==> config.mk <==
export PLATFORM = sky130hd
export DESIGN_NAME = fcfd_decoder
export DESIGN_NICKNAME = d
export VERILOG_FILES = /design/src/rtl/fcfd_pkg.sv /design/src/rtl/fcfd_timer.sv /design/src/rtl/fcfd_decoder.sv
export VERILOG_INCLUDE_DIRS = /design/src /design/src/rtl
export SDC_FILE = /design/constraint.sdc
export NUM_CORES = 1
export LEC_CHECK = 0
export CORE_ASPECT_RATIO = 0.75
export CORE_MARGIN = 2
export CORE_UTILIZATION = 40
export CTS_BUF_LIST = sky130_fd_sc_hd__clkbuf_16
export CTS_CLUSTER_SIZE = 30
export DETAILED_ROUTE_END_ITERATION = 8
export DONT_BUFFER_PORTS = 1
export PLACE_DENSITY = 0.53
export SETUP_SLACK_MARGIN = 0.4
export SYNTH_ARGS = -nofsm -noshare
export SYNTH_HDL_FRONTEND = slang
export SYNTH_HIERARCHICAL = 1
export SYNTH_SLANG_ARGS = --single-unit
==> constraint.sdc <==
create_clock -name sys_clk -period 2.4 [get_ports sys_clk]
set_input_delay 0.12 -clock sys_clk [delete_from_list [all_inputs] [get_ports sys_clk]]
set_output_delay 0.12 -clock sys_clk [all_outputs]
set_load 0.02 [all_outputs]
==> src/rtl/fcfd_regs.svh <==
// Constants for the floppy command flag decoder.
`ifndef FCFD_REGS_SVH
`define FCFD_REGS_SVH
// ============================================================
// Register offsets on the plain command port
// ============================================================
`define FCFD_OFS_COMMAND    4'h0
`define FCFD_OFS_STATUS     4'h1
`define FCFD_OFS_FLAGS      4'h2
`define FCFD_OFS_STEPCNT    4'h3
// ============================================================
// Command field positions
// ============================================================
`define FCFD_BIT_RATE_LO    0
`define FCFD_BIT_VERIFY     2
`define FCFD_BIT_HEAD       3
`define FCFD_BIT_TRKUPD     4
`define FCFD_BIT_MARK       0
`define FCFD_BIT_SIDE       1
`define FCFD_BIT_SETTLE     2
`define FCFD_BIT_S3         3
`define FCFD_BIT_MULTI      4
// ============================================================
// Data marks and reset values
// ============================================================
`define FCFD_MARK_NORMAL    8'hFB
`define FCFD_MARK_DELETED   8'hF8
`define FCFD_CMD_RESET      8'h00
// ============================================================
// Timing: figures in microseconds, counts at 40 MHz
// ============================================================
`define FCFD_CLK_MHZ        40
`define FCFD_STEP0_US       3000
`define FCFD_STEP1_US       6000
`define FCFD_STEP2_US       10000
`define FCFD_STEP3_US       15000
`define FCFD_SETTLE_US      15000
`define FCFD_US2CYC(us)     ((us) * `FCFD_CLK_MHZ)
`define FCFD_PULSE_CYCLES   80
`endif

==> src/rtl/fcfd_pkg.sv <==
// Types shared by the floppy command flag decoder.
package fcfd_pkg;
  // ============================================================
  // Command classes
  // ============================================================
  typedef enum logic [2:0] {
    FCFD_CLS_POS,
    FCFD_CLS_SECTOR,
    FCFD_CLS_TRACK,
    FCFD_CLS_FORCE
  } fcfd_cls_e;
  // Timer state.
  typedef enum logic [1:0] {
    FCFD_ST_IDLE,
    FCFD_ST_STEP,
    FCFD_ST_SETTLE
  } fcfd_state_e;
endpackage

==> src/rtl/fcfd_timer.sv <==
// Down counter used for step intervals and settling delays.
module fcfd_timer #(
  parameter int WIDTH = 24
) (
  input  wire logic             sys_clk,
  input  wire logic             rst,
  input  wire logic             load,
  input  wire logic [WIDTH-1:0] load_value,
  output logic                  expired,
  output logic [WIDTH-1:0]      count
);
  // A counter narrower than two bits leaves no room for a countdown.
  if (WIDTH < 2)
  begin : g_bad_width
    $error("WIDTH must be at least two.");
  end
  // ============================================================
  // Counter
  // ============================================================
  logic [WIDTH-1:0] count_r;   // Cycles left.
  logic             exp_r;     // One-cycle pulse when reaching zero.
  wire  [WIDTH-1:0] dec_nxt = count_r - {{(WIDTH-1){1'b0}}, 1'b1};
  // Load wins over counting so a restart is never lost.
  always_ff @(posedge sys_clk)
  begin
    if (rst)
    begin
      count_r <= '0;
      exp_r   <= 1'b0;
    end
    else if (load)
    begin
      count_r <= load_value;
      exp_r   <= 1'b0;
    end
    else
    begin
      count_r <= (count_r != '0) ? dec_nxt : count_r;
      exp_r   <= (count_r == {{(WIDTH-1){1'b0}}, 1'b1});
    end
  end
  assign expired = exp_r;
  assign count   = count_r;
endmodule // fcfd_timer

==> src/rtl/fcfd_decoder.sv <==
// Floppy command flag decoder: command port, flag decode and write path control.
// Functional notes
// RULE1 - Low two bits choose step interval.
// RULE2 - Bit 2 enables destination track verify.
// RULE3 - Bit 3 loads or unloads head.
// RULE4 - Bit 4 makes steps update track; the plain step command (bits 6:5 = 01) leaves the track count unchanged.
// RULE5 - Write sector bit 0 picks FB/F8.
// RULE6 - Compare variant: bit 1 enables side compare.
// RULE7 - Output variant: bit 1 drives side select.
// RULE8 - Bit 2 inserts settling delay, doubled slow.
// RULE9 - Compare variant: bit 3 is expected side.
// RULE10 - Length variant: bit 3 picks size table.
// RULE11 - Bit 4 selects multiple record transfer.
// RULE12 - Force bits 0-2 arm ready/index interrupts.
// RULE13 - Force bit 3 interrupts until reset.
// RULE14 - All-zero force terminates without interrupt.
// RULE15 - Precompensation only in double density.
// RULE16 - Adjust low streams write data pulses.
// RULE17 - Adjust low keeps write gate off.
// RULE18 - Host writes commands only when idle.
// RULE19 - Step codes 3/6/10/15 ms, doubled slow.
// RULE20 - Fixed variant picks bit 1/3 meaning.
`include "fcfd_regs.svh"
module fcfd_decoder
  import fcfd_pkg::*;
#(
  parameter bit SIDE_OUTPUT_VARIANT = 1'b0, // 0: side compare, 1: side output and length.
  parameter bit SLOW_CLOCK          = 1'b0, // 1: controller runs the halved rate.
  parameter int STEP_SCALE          = 1     // Divides long counts for simulation.
) (
  input  wire logic        sys_clk,
  input  wire logic        rst,
  input  wire logic [3:0]  addr,
  input  wire logic [7:0]  wdata,
  input  wire logic        wr_stb,
  input  wire logic        rd_stb,
  output logic [7:0]       rdata,
  input  wire logic        drive_ready,
  input  wire logic        index_pulse,
  input  wire logic        double_density_n,
  input  wire logic        precomp_width_input,
  input  wire logic        write_request,
  input  wire logic        write_data_in,
  output logic             write_data,
  output logic             write_enable_head,
  output logic             precomp_enable,
  output logic             head_load,
  output logic             step_pulse,
  output logic             side_select_output,
  output logic [7:0]       record_marker,
  output logic [10:0]      sector_bytes,
  output logic             interrupt_request
);
  // ============================================================
  // Parameter checks
  // ============================================================
  localparam int TW = 24;   // Fits 30 ms at 40 MHz.
  localparam int MUL = SLOW_CLOCK ? 2 : 1;

  // A scale below one would divide by zero or stretch every interval.
  if (STEP_SCALE < 1)
  begin : g_bad_scale
    $error("STEP_SCALE must be at least one.");
  end
  // The longest interval at the halved rate must still fit the timer.
  if (`FCFD_US2CYC(`FCFD_STEP3_US) * 2 >= (1 << TW))
  begin : g_bad_width
    $error("Timer width too small for the longest interval.");
  end

  // Converts a time to a scaled cycle count. [RULE19]
  function automatic logic [TW-1:0] cyc(input int us);
    return TW'((`FCFD_US2CYC(us) * MUL) / STEP_SCALE);
  endfunction

  // ============================================================
  // Command register and decode
  // ============================================================
  logic [7:0]  cmd_r;            // Last command word.
  logic        busy_r;           // Command in progress.
  logic        irq_r;            // Interrupt request flag.
  logic        imm_r;            // Immediate interrupt latched.
  logic [2:0]  arm_r;            // Armed conditions.
  logic        ready_d_r;        // Ready, previous cycle.
  logic        side_r;           // Side select flip-flop.
  logic        head_r;           // Head load flip-flop.
  logic [7:0]  track_r;          // Track count updated by steps.
  logic        settle_pend_r;    // Settling delay still owed.
  fcfd_state_e state_r;          // Timer state.
  logic        wd_r;             // Registered write data.
  logic        gate_r;           // Registered write gate.
  logic [6:0]  adj_cnt_r;        // Adjustment pulse divider.
  logic        cmd_wr;           // Command port write.
  logic        load_t;           // Timer load.
  logic [TW-1:0] load_v;         // Timer load value.
  logic        t_exp;            // Timer expired.

  wire cmd_wr_w   = wr_stb && (addr == `FCFD_OFS_COMMAND);
  assign cmd_wr   = cmd_wr_w;
  // Class decode, settle_flag, arm_bits and arm_immediate_irq look at the word being written; arm_r holds the other
  // force conditions, and the remaining flag wires look at the stored command so they stay valid for the whole command.
  wire is_pos     = ~wdata[7];
  wire is_force   = (wdata[7:4] == 4'hD);
  wire is_sector  = (wdata[7:6] == 2'b10);
  wire is_track   = (wdata[7:6] == 2'b11) && !is_force;
  // The host keeps to the idle window; only force is honoured while busy. [RULE18]
  wire accept     = cmd_wr && (!busy_r || is_force);

  wire [1:0] step_rate_select = cmd_r[1:0];                 // [RULE1]
  wire verify_flag  = cmd_r[`FCFD_BIT_VERIFY];              // [RULE2]
  wire trk_update   = cmd_r[`FCFD_BIT_TRKUPD] || (cmd_r[6:5] == 2'b00); // [RULE4]
  wire deleted_mark_select = cmd_r[`FCFD_BIT_MARK];
  wire multi_record = cmd_r[`FCFD_BIT_MULTI];               // [RULE11]
  wire side_compare_en = !SIDE_OUTPUT_VARIANT && cmd_r[`FCFD_BIT_SIDE]; // [RULE6] [RULE20]
  wire expected_side   = cmd_r[`FCFD_BIT_S3];               // [RULE9]
  wire length_alt      = SIDE_OUTPUT_VARIANT && cmd_r[`FCFD_BIT_S3];   // [RULE10] [RULE20]
  wire settle_flag     = wdata[`FCFD_BIT_SETTLE];           // [RULE8]
  // Force conditions come from the word being written, because a force
  // never replaces the stored command.
  wire [3:0] arm_bits  = wdata[3:0];
  wire arm_became_ready     = arm_r[0];
  wire arm_became_not_ready = arm_r[1];
  wire arm_index_pulse      = arm_r[2];
  wire arm_immediate_irq    = arm_bits[3];

  // Step interval by rate code. [RULE1] [RULE19]
  function automatic logic [TW-1:0] step_cyc(input logic [1:0] r);
    return (r == 2'b00) ? cyc(`FCFD_STEP0_US) :
           (r == 2'b01) ? cyc(`FCFD_STEP1_US) :
           (r == 2'b10) ? cyc(`FCFD_STEP2_US) : cyc(`FCFD_STEP3_US);
  endfunction
  wire [TW-1:0] settle_cycles = cyc(`FCFD_SETTLE_US);      // [RULE8]

  // Interrupt condition events. [RULE12]
  wire ev_ready   = arm_became_ready && drive_ready && !ready_d_r;
  wire ev_unready = arm_became_not_ready && !drive_ready && ready_d_r;
  // The index event is a level; the flag is sticky, so a long pulse just holds it.
  wire ev_index   = arm_index_pulse && index_pulse;
  wire any_event  = ev_ready || ev_unready || ev_index;

  // ============================================================
  // Command acceptance and sequencing
  // ============================================================
  // A positioning command steps once, after one interval (step commands), and then settles
  // if verify is asked; sector and track commands settle when their flag asks.
  wire pos_steps  = wdata[6:5] != 2'b00;
  assign load_t = (accept && !is_force && ((is_pos && pos_steps) || (!is_pos && settle_flag)))
                || (accept && is_pos && !pos_steps && wdata[`FCFD_BIT_VERIFY])
                || (t_exp && state_r == FCFD_ST_STEP && settle_pend_r);
  // The first interval comes from the word being written, since the command
  // register only takes that word at the same edge. [RULE1]
  assign load_v = (accept && is_pos && pos_steps) ? step_cyc(wdata[1:0]) : settle_cycles;

  fcfd_timer #(.WIDTH(TW)) u_timer (
    .sys_clk    (sys_clk),
    .rst        (rst),
    .load       (load_t),
    .load_value (load_v),
    .expired    (t_exp),
    .count      ()
  );

  // Sequencer: busy, steps, head and side state.
  always_ff @(posedge sys_clk)
  begin
    if (rst)
    begin
      cmd_r         <= `FCFD_CMD_RESET;
      busy_r        <= 1'b0;
      state_r       <= FCFD_ST_IDLE;
      settle_pend_r <= 1'b0;
      head_r        <= 1'b0;
      side_r        <= 1'b0;
      track_r       <= 8'h00;
    end
    // Force ends the running command at once; the timer may run on, but with
    // the state idle its expiry neither steps nor interrupts.
    else if (accept && is_force)
    begin
      busy_r  <= 1'b0;                                      // [RULE14]
      state_r <= FCFD_ST_IDLE;
    end
    // A new command takes the flags and starts its first interval if it steps or settles.
    else if (accept)
    begin
      cmd_r         <= wdata;
      busy_r        <= load_t;
      settle_pend_r <= is_pos && pos_steps && wdata[`FCFD_BIT_VERIFY];
      state_r       <= (is_pos && pos_steps) ? FCFD_ST_STEP : (load_t ? FCFD_ST_SETTLE : FCFD_ST_IDLE);
      // The head follows h at the start; verify alone loads it at the start of a non-stepping
      // command and after the steps otherwise, so a stepping command without h keeps it off meanwhile.
      if (is_pos)
        head_r <= wdata[`FCFD_BIT_HEAD] || (wdata[`FCFD_BIT_VERIFY] && !pos_steps); // [RULE3]
      else
        head_r <= 1'b1;                                     // Sector and track commands load it.
      if (SIDE_OUTPUT_VARIANT && (is_sector || is_track))
        side_r <= wdata[`FCFD_BIT_SIDE];                    // [RULE7]
    end
    // Timer expiry ends a step or a settling interval.
    else if (t_exp)
    begin
      if (state_r == FCFD_ST_STEP)
      begin
        if (trk_update)
          track_r <= cmd_r[6] ? (cmd_r[5] ? track_r - 8'h01 : track_r + 8'h01) : track_r; // [RULE4]
        // Verify loads the head for the settling time after the last step.
        if (settle_pend_r)
          head_r <= 1'b1;                                   // [RULE2]
        settle_pend_r <= 1'b0;
        state_r <= settle_pend_r ? FCFD_ST_SETTLE : FCFD_ST_IDLE;
        busy_r  <= settle_pend_r;                           // [RULE2]
      end
      else
      begin
        state_r <= FCFD_ST_IDLE;
        busy_r  <= 1'b0;                                    // [RULE8]
      end
    end
  end

  // ============================================================
  // Interrupt conditions
  // ============================================================
  // The immediate interrupt holds until reset; condition events set the flag
  // and a new non-force command clears it, with the event winning in the same cycle.
  always_ff @(posedge sys_clk)
  begin
    if (rst)
    begin
      irq_r     <= 1'b0;
      imm_r     <= 1'b0;
      arm_r     <= 3'b000;
      ready_d_r <= 1'b0;
    end
    else
    begin
      ready_d_r <= drive_ready;
      if (accept && is_force)
      begin
        arm_r <= arm_bits[2:0];                             // [RULE12]
        imm_r <= imm_r || arm_immediate_irq;                // [RULE13]
      end
      // Events and the end of a busy command set the flag, an accepted
      // non-force command clears it; the set wins when both fall together.
      irq_r <= any_event || imm_r || (accept && is_force && arm_immediate_irq) ||
               (irq_r && !(accept && !is_force)) || (busy_r && !load_t && t_exp && !settle_pend_r);
    end
  end

  // ============================================================
  // Write path
  // ============================================================
  wire adjust_mode = !precomp_width_input;                  // [RULE16]
  // Adjustment masks precompensation so the test pulses are not shifted.
  assign precomp_enable = !double_density_n && !adjust_mode; // [RULE15]

  // Adjustment pulses come from an internal divider so no host is needed.
  // The gate is registered beside the data so both change on one edge.
  always_ff @(posedge sys_clk)
  begin
    if (rst)
    begin
      adj_cnt_r <= 7'h00;
      wd_r      <= 1'b0;
      gate_r    <= 1'b0;
    end
    else
    begin
      adj_cnt_r <= (adj_cnt_r == 7'(`FCFD_PULSE_CYCLES - 1)) ? 7'h00 : adj_cnt_r + 7'h01;
      wd_r      <= adjust_mode ? (adj_cnt_r < 7'h08) : write_data_in; // [RULE16]
      gate_r    <= write_request && !adjust_mode;                 // [RULE17]
    end
  end

  // ============================================================
  // Outputs and register reads
  // ============================================================
  assign write_data         = wd_r;
  assign write_enable_head  = gate_r;
  assign head_load          = head_r;
  assign step_pulse         = t_exp && (state_r == FCFD_ST_STEP);
  assign side_select_output = side_r;
  assign interrupt_request  = irq_r;
  assign record_marker = deleted_mark_select ? `FCFD_MARK_DELETED : `FCFD_MARK_NORMAL; // [RULE5]
  // Length table follows the variant selection. [RULE10]
  assign sector_bytes = length_alt ? (11'h080 << cmd_r[1:0]) :
                        (cmd_r[1:0] == 2'b11) ? 11'h080 : (11'h100 << cmd_r[1:0]);

  // Status word: side compare, expected side, multi-record, interrupt, busy.
  wire [7:0] status_w = {3'b000, side_compare_en, expected_side, multi_record, irq_r, busy_r};
  wire [7:0] rd_mux = (addr == `FCFD_OFS_COMMAND) ? cmd_r :
                      (addr == `FCFD_OFS_STATUS)  ? status_w :
                      (addr == `FCFD_OFS_FLAGS)   ? {4'h0, verify_flag, head_r, step_rate_select} :
                      (addr == `FCFD_OFS_STEPCNT) ? track_r : 8'h00;
  // Reads have no side effects, so software may poll the status word freely.
  // Idle cycles return zero rather than holding the last word.
  logic [7:0] rdata_r;   // Read data, valid the cycle after the strobe.
  always_ff @(posedge sys_clk)
  begin
    if (rst)
      rdata_r <= 8'h00;
    else
      rdata_r <= rd_stb ? rd_mux : 8'h00;
  end
  assign rdata = rdata_r;
endmodule // fcfd_decoder

==> summary.log <==
INFO  placed_design  io_buffer_count=0
INFO  clock_tree     clock_buffers_created_by_tritoncts=9
INFO  floorplan      die_y=89.0µm
INFO  pwr            pwr-share-comb=43.1%
INFO  worst_setup_path max_stage_delay=580ps
INFO  synthesis      yosys_warnings=6
INFO  floorplan      die_width=117µm
INFO  pwr            power_density=1050mW/mm²
INFO  timing         hold_ws=25.8ps
INFO  global_routing initial_antenna_violation_count=0
INFO  worst_setup_path start_kind=flip-flop
INFO  timing         hold_viol_final=0
INFO  synthesis      synth_flop_cell=dfxtp_1
INFO  finish         layout-area-overhead-vs-synth=24.1%
INFO  timing         worst_slew_margin_relative_to_its_limit=64.1%
INFO  pwr            power_switching_share=37.0%
INFO  clock_tree     clk_root_buffer_cell=clkbuf_16
INFO  worst_setup_path worstPathMaxFanout=6
INFO  routing        detail_route.wl_per_cell=15.4µm
INFO  worst_setup_path crit_arrival=2200ps
INFO  finish         final_layout_size_suffix_gt1_share=21.3%
INFO  pwr            power_leakage=0.00184µW
INFO  routing        drt_pass1_iterations=4
INFO  clock_tree     worst_skew_late_latency=330ps
INFO  pwr            intPower=3170µW
INFO  clock_tree     clk_path_buf_depth=2
INFO  finish         nFillCells=891
INFO  routing        vias_per_cell=5.21
INFO  synthesis      dominant_cell_by_count_in_the_synthesized_netlist=dfxtp_1
INFO  synthesis      synth_area_per_inst=8.52µm²
INFO  floorplan      ioPinCount=56
INFO  timing         setup_total_negative_slack=0ps
INFO  pwr            share_seq_of_total_power=31.6%
INFO  timing         grt_setup_unrepaired=yes
INFO  floorplan      effective_utilization_at_floorplan=41.9%
INFO  timing         setup_viol=0
INFO  clock_tree     clock_sinks=69
INFO  pwr            vdd_ir_drop_max=0.500mV
INFO  synthesis      netlist-cell-type-count=64
INFO  routing        routed_wirelength=9700µm
INFO  synthesis      yosysSeqAreaShare=35.9%
INFO  worst_setup_path crit_slowest_cell=or4_4
INFO  timing         fmax=505MHz
INFO  worst_setup_path setup.worst_path.end_class=flip-flop
INFO  synthesis      synth_commonest_cells=dfxtp_1 (69), nor2_1 (56), nand2_1 (42), a21oi_1 (37), inv_1 (18)
INFO  hold_path      holdCritPathClass=input pin to flip-flop
INFO  synthesis      synth_enable_flop_cells=0
INFO  routing        drc_violations_left=0
INFO  timing         worst_pin_slew=533ps
INFO  synthesis      synthDominantAreaCellType=dfxtp_1
INFO  status         status=completed
INFO  global_routing grt_first_pass_wirelength=15200µm
INFO  floorplan      core=0.00920mm²
INFO  job            max-cap-violations=0
INFO  global_routing groute.usage.overall=18.8%
INFO  timing         final.setup_skew=5.54ps
INFO  routing        drt.antenna.violating_nets=0
INFO  clock_tree     htreeDepth=3
INFO  global_routing first_global_vias=2916
INFO  synthesis      synthesis.area=0.00385mm²
INFO  finish         num_antenna_cells=0
INFO  pwr            clockPowerShare=25.3%
INFO  synthesis      gate_count_of_the_mapped_netlist=452
INFO  worst_setup_path timing_worst_setup_path_type=flip-flop to flip-flop
INFO  worst_setup_path ordered_cell_list_for_the_critical_path=or4_4 > nor4_4 > buf_6 > and4_4 > nor2b_1 > o221a_2
INFO  global_routing maximum_number_of_pins_on_one_net_before_global_route_repair=37
INFO  synthesis      synth_top_area_share=35.9%
INFO  synthesis      synth.top_cells.by_area=dfxtp_1 (36%), nor2_1 (5.5%), ha_1 (4.9%)
INFO  routing        detailroute.via_count=3287
INFO  timing         min_period=1980ps
INFO  floorplan      dieArea=0.0104mm²
INFO  clock_tree     cts_tree=yes
INFO  worst_setup_path required=2620ps
INFO  finish         final_nets=536
INFO  synthesis      ff_latch_count_synth=69
INFO  global_routing overflow=0
INFO  timing         drv_slew=0
INFO  placed_design  gp_congestion=0.856
INFO  timing         period_share=82.6%
INFO  routing        drtIter0Drc=158
INFO  placed_design  place_hpwl=6470µm
INFO  synthesis      postSynth.asyncResetShare=0%
INFO  pwr            total_switching_power=1860µW
INFO  clock_tree     clkSlewWorstSetupHoldPaths=60ps
INFO  floorplan      num_rows=30
## power groups by stage
stage	Sequential, µW	Combinational [µW]	Clock (µW)
after floorplan	1520	1510	0
after global placement	1570	1720	0
after detailed placement	1570	1730	0
after CTS	1560	1920	1310
after global routing	1620	2370	1350
final	1590	2170	1270
## worst paths after layout
path                                                     start  slack (ps)                             end  cells past startpoint
worst min-delay path                                  wdata[7]          30           cmd_r[7]$_SDFFE_PP0P_                      2
worst max register to register  u_timer/count[17]$_SDFFE_PP0P_         420  u_timer/count[14]$_SDFFE_PP0P_                      6
worst min register to register         adj_cnt_r[0]$_SDFF_PP0_         440         adj_cnt_r[0]$_SDFF_PP0_                      1
worst max-delay path            u_timer/count[17]$_SDFFE_PP0P_         420  u_timer/count[14]$_SDFFE_PP0P_                      6
## cell usage in the layout, fill, tap and decap left out, types with 4 or more instances in the layout
master	n
clkinv_2	4
o211ai_1	4
nor2b_1	5
o21ai_0	10
a211oi_2	5
and2_1	4
o21a_1	4
dfxtp_2	9
a211oi_1	10
and3_1	6
ha_4	5
nand2_1	42
dfxtp_1	57
nor4_4	5
xor2_1	5
or4_4	5
ha_1	10
nand2b_1	4
buf_4	26
mux2i_1	12
conb_1	25
nand3_1	11
inv_1	18
dlygate4sd3_1	13
clkbuf_16	9
nor2_1	56
xnor2_1	17
a21oi_1	35
nor3_1	7
## stage by stage
stage / std cells / worst slack (ps) / util [%] / power [µW] / instance area, µm²
detailed placement: 582 / 177 / 43.3 / 3300 / 3980
finish: 631 / 419 / 52.0 / 5040 / 4780
CTS: 614 / 403 / 48.6 / 4780 / 4470
floorplan: 475 / 400 / - / 3030 / 3960
global route: 631 / 377 / 52.0 / 5350 / 4780
global placement: 582 / 228 / 43.3 / 3290 / 3980
## layout make-up
class,count,area [µm²],share of cell area [%]
Clock buffer,9,225,4.71
Clock inverter,7,57.6,1.20
Inverter,18,70.1,1.47
Multi-Input combinational cell,357,2490,52.0
Sequential cell,69,1400,29.4
Tap cell,128,160,3.35
Timing Repair Buffer,43,375,7.86
## what timing repair did
action                                  in CTS  in global routing
cloned                                       0                  1
hold buffers                                14                  0
resized for setup                           10                 43
setup buffers                                2                 16
endpoints found under the hold margin       45                  0
pin swaps                                    8                 25
endpoints found under the setup margin      26                 28
## logic make-up (layout without fill, tap and decap cells)
logic type,Yosys count,in the layout,share of synthesized area [%]
simple gates,177,178,25.0
compound gates,101,101,17.4
flops,69,69,35.9
buf+inv,50,77,7.15
xor+xnor,22,22,5.00
fa+ha+maj,16,16,5.39
mux,15,15,4.00
other cells,2,25,0.195
## flip-flops by register name (all words and copies together) (netlist names), 2 cells and up
register       flops
cmd_r              8
adj_cnt_r          7
arm_r              3
u_timer/count     24
track_r            8
rdata              8
state_r            2
## worst max-delay path: cells and delay by family (launching register included)
| kind | cells | cell delay (ps) |
|---|---|---|
| AO/OA/AOI/OAI | 1 | 230 |
| buffers and inverters | 1 | 170 |
| flip-flops | 1 | 340 |
| AND/OR/NAND/NOR | 4 | 1130 |
## routing by layer
layer  up-vias  track usage (%)  part of all wire, %
met5         -                0                    0
met4         0             6.13                  1.2
met3        10             5.93                  8.2
met2       117             27.2                   42
met1      1505             26.6                   49
li1       1655                -                    -
(Power assumes the default switching activity.)
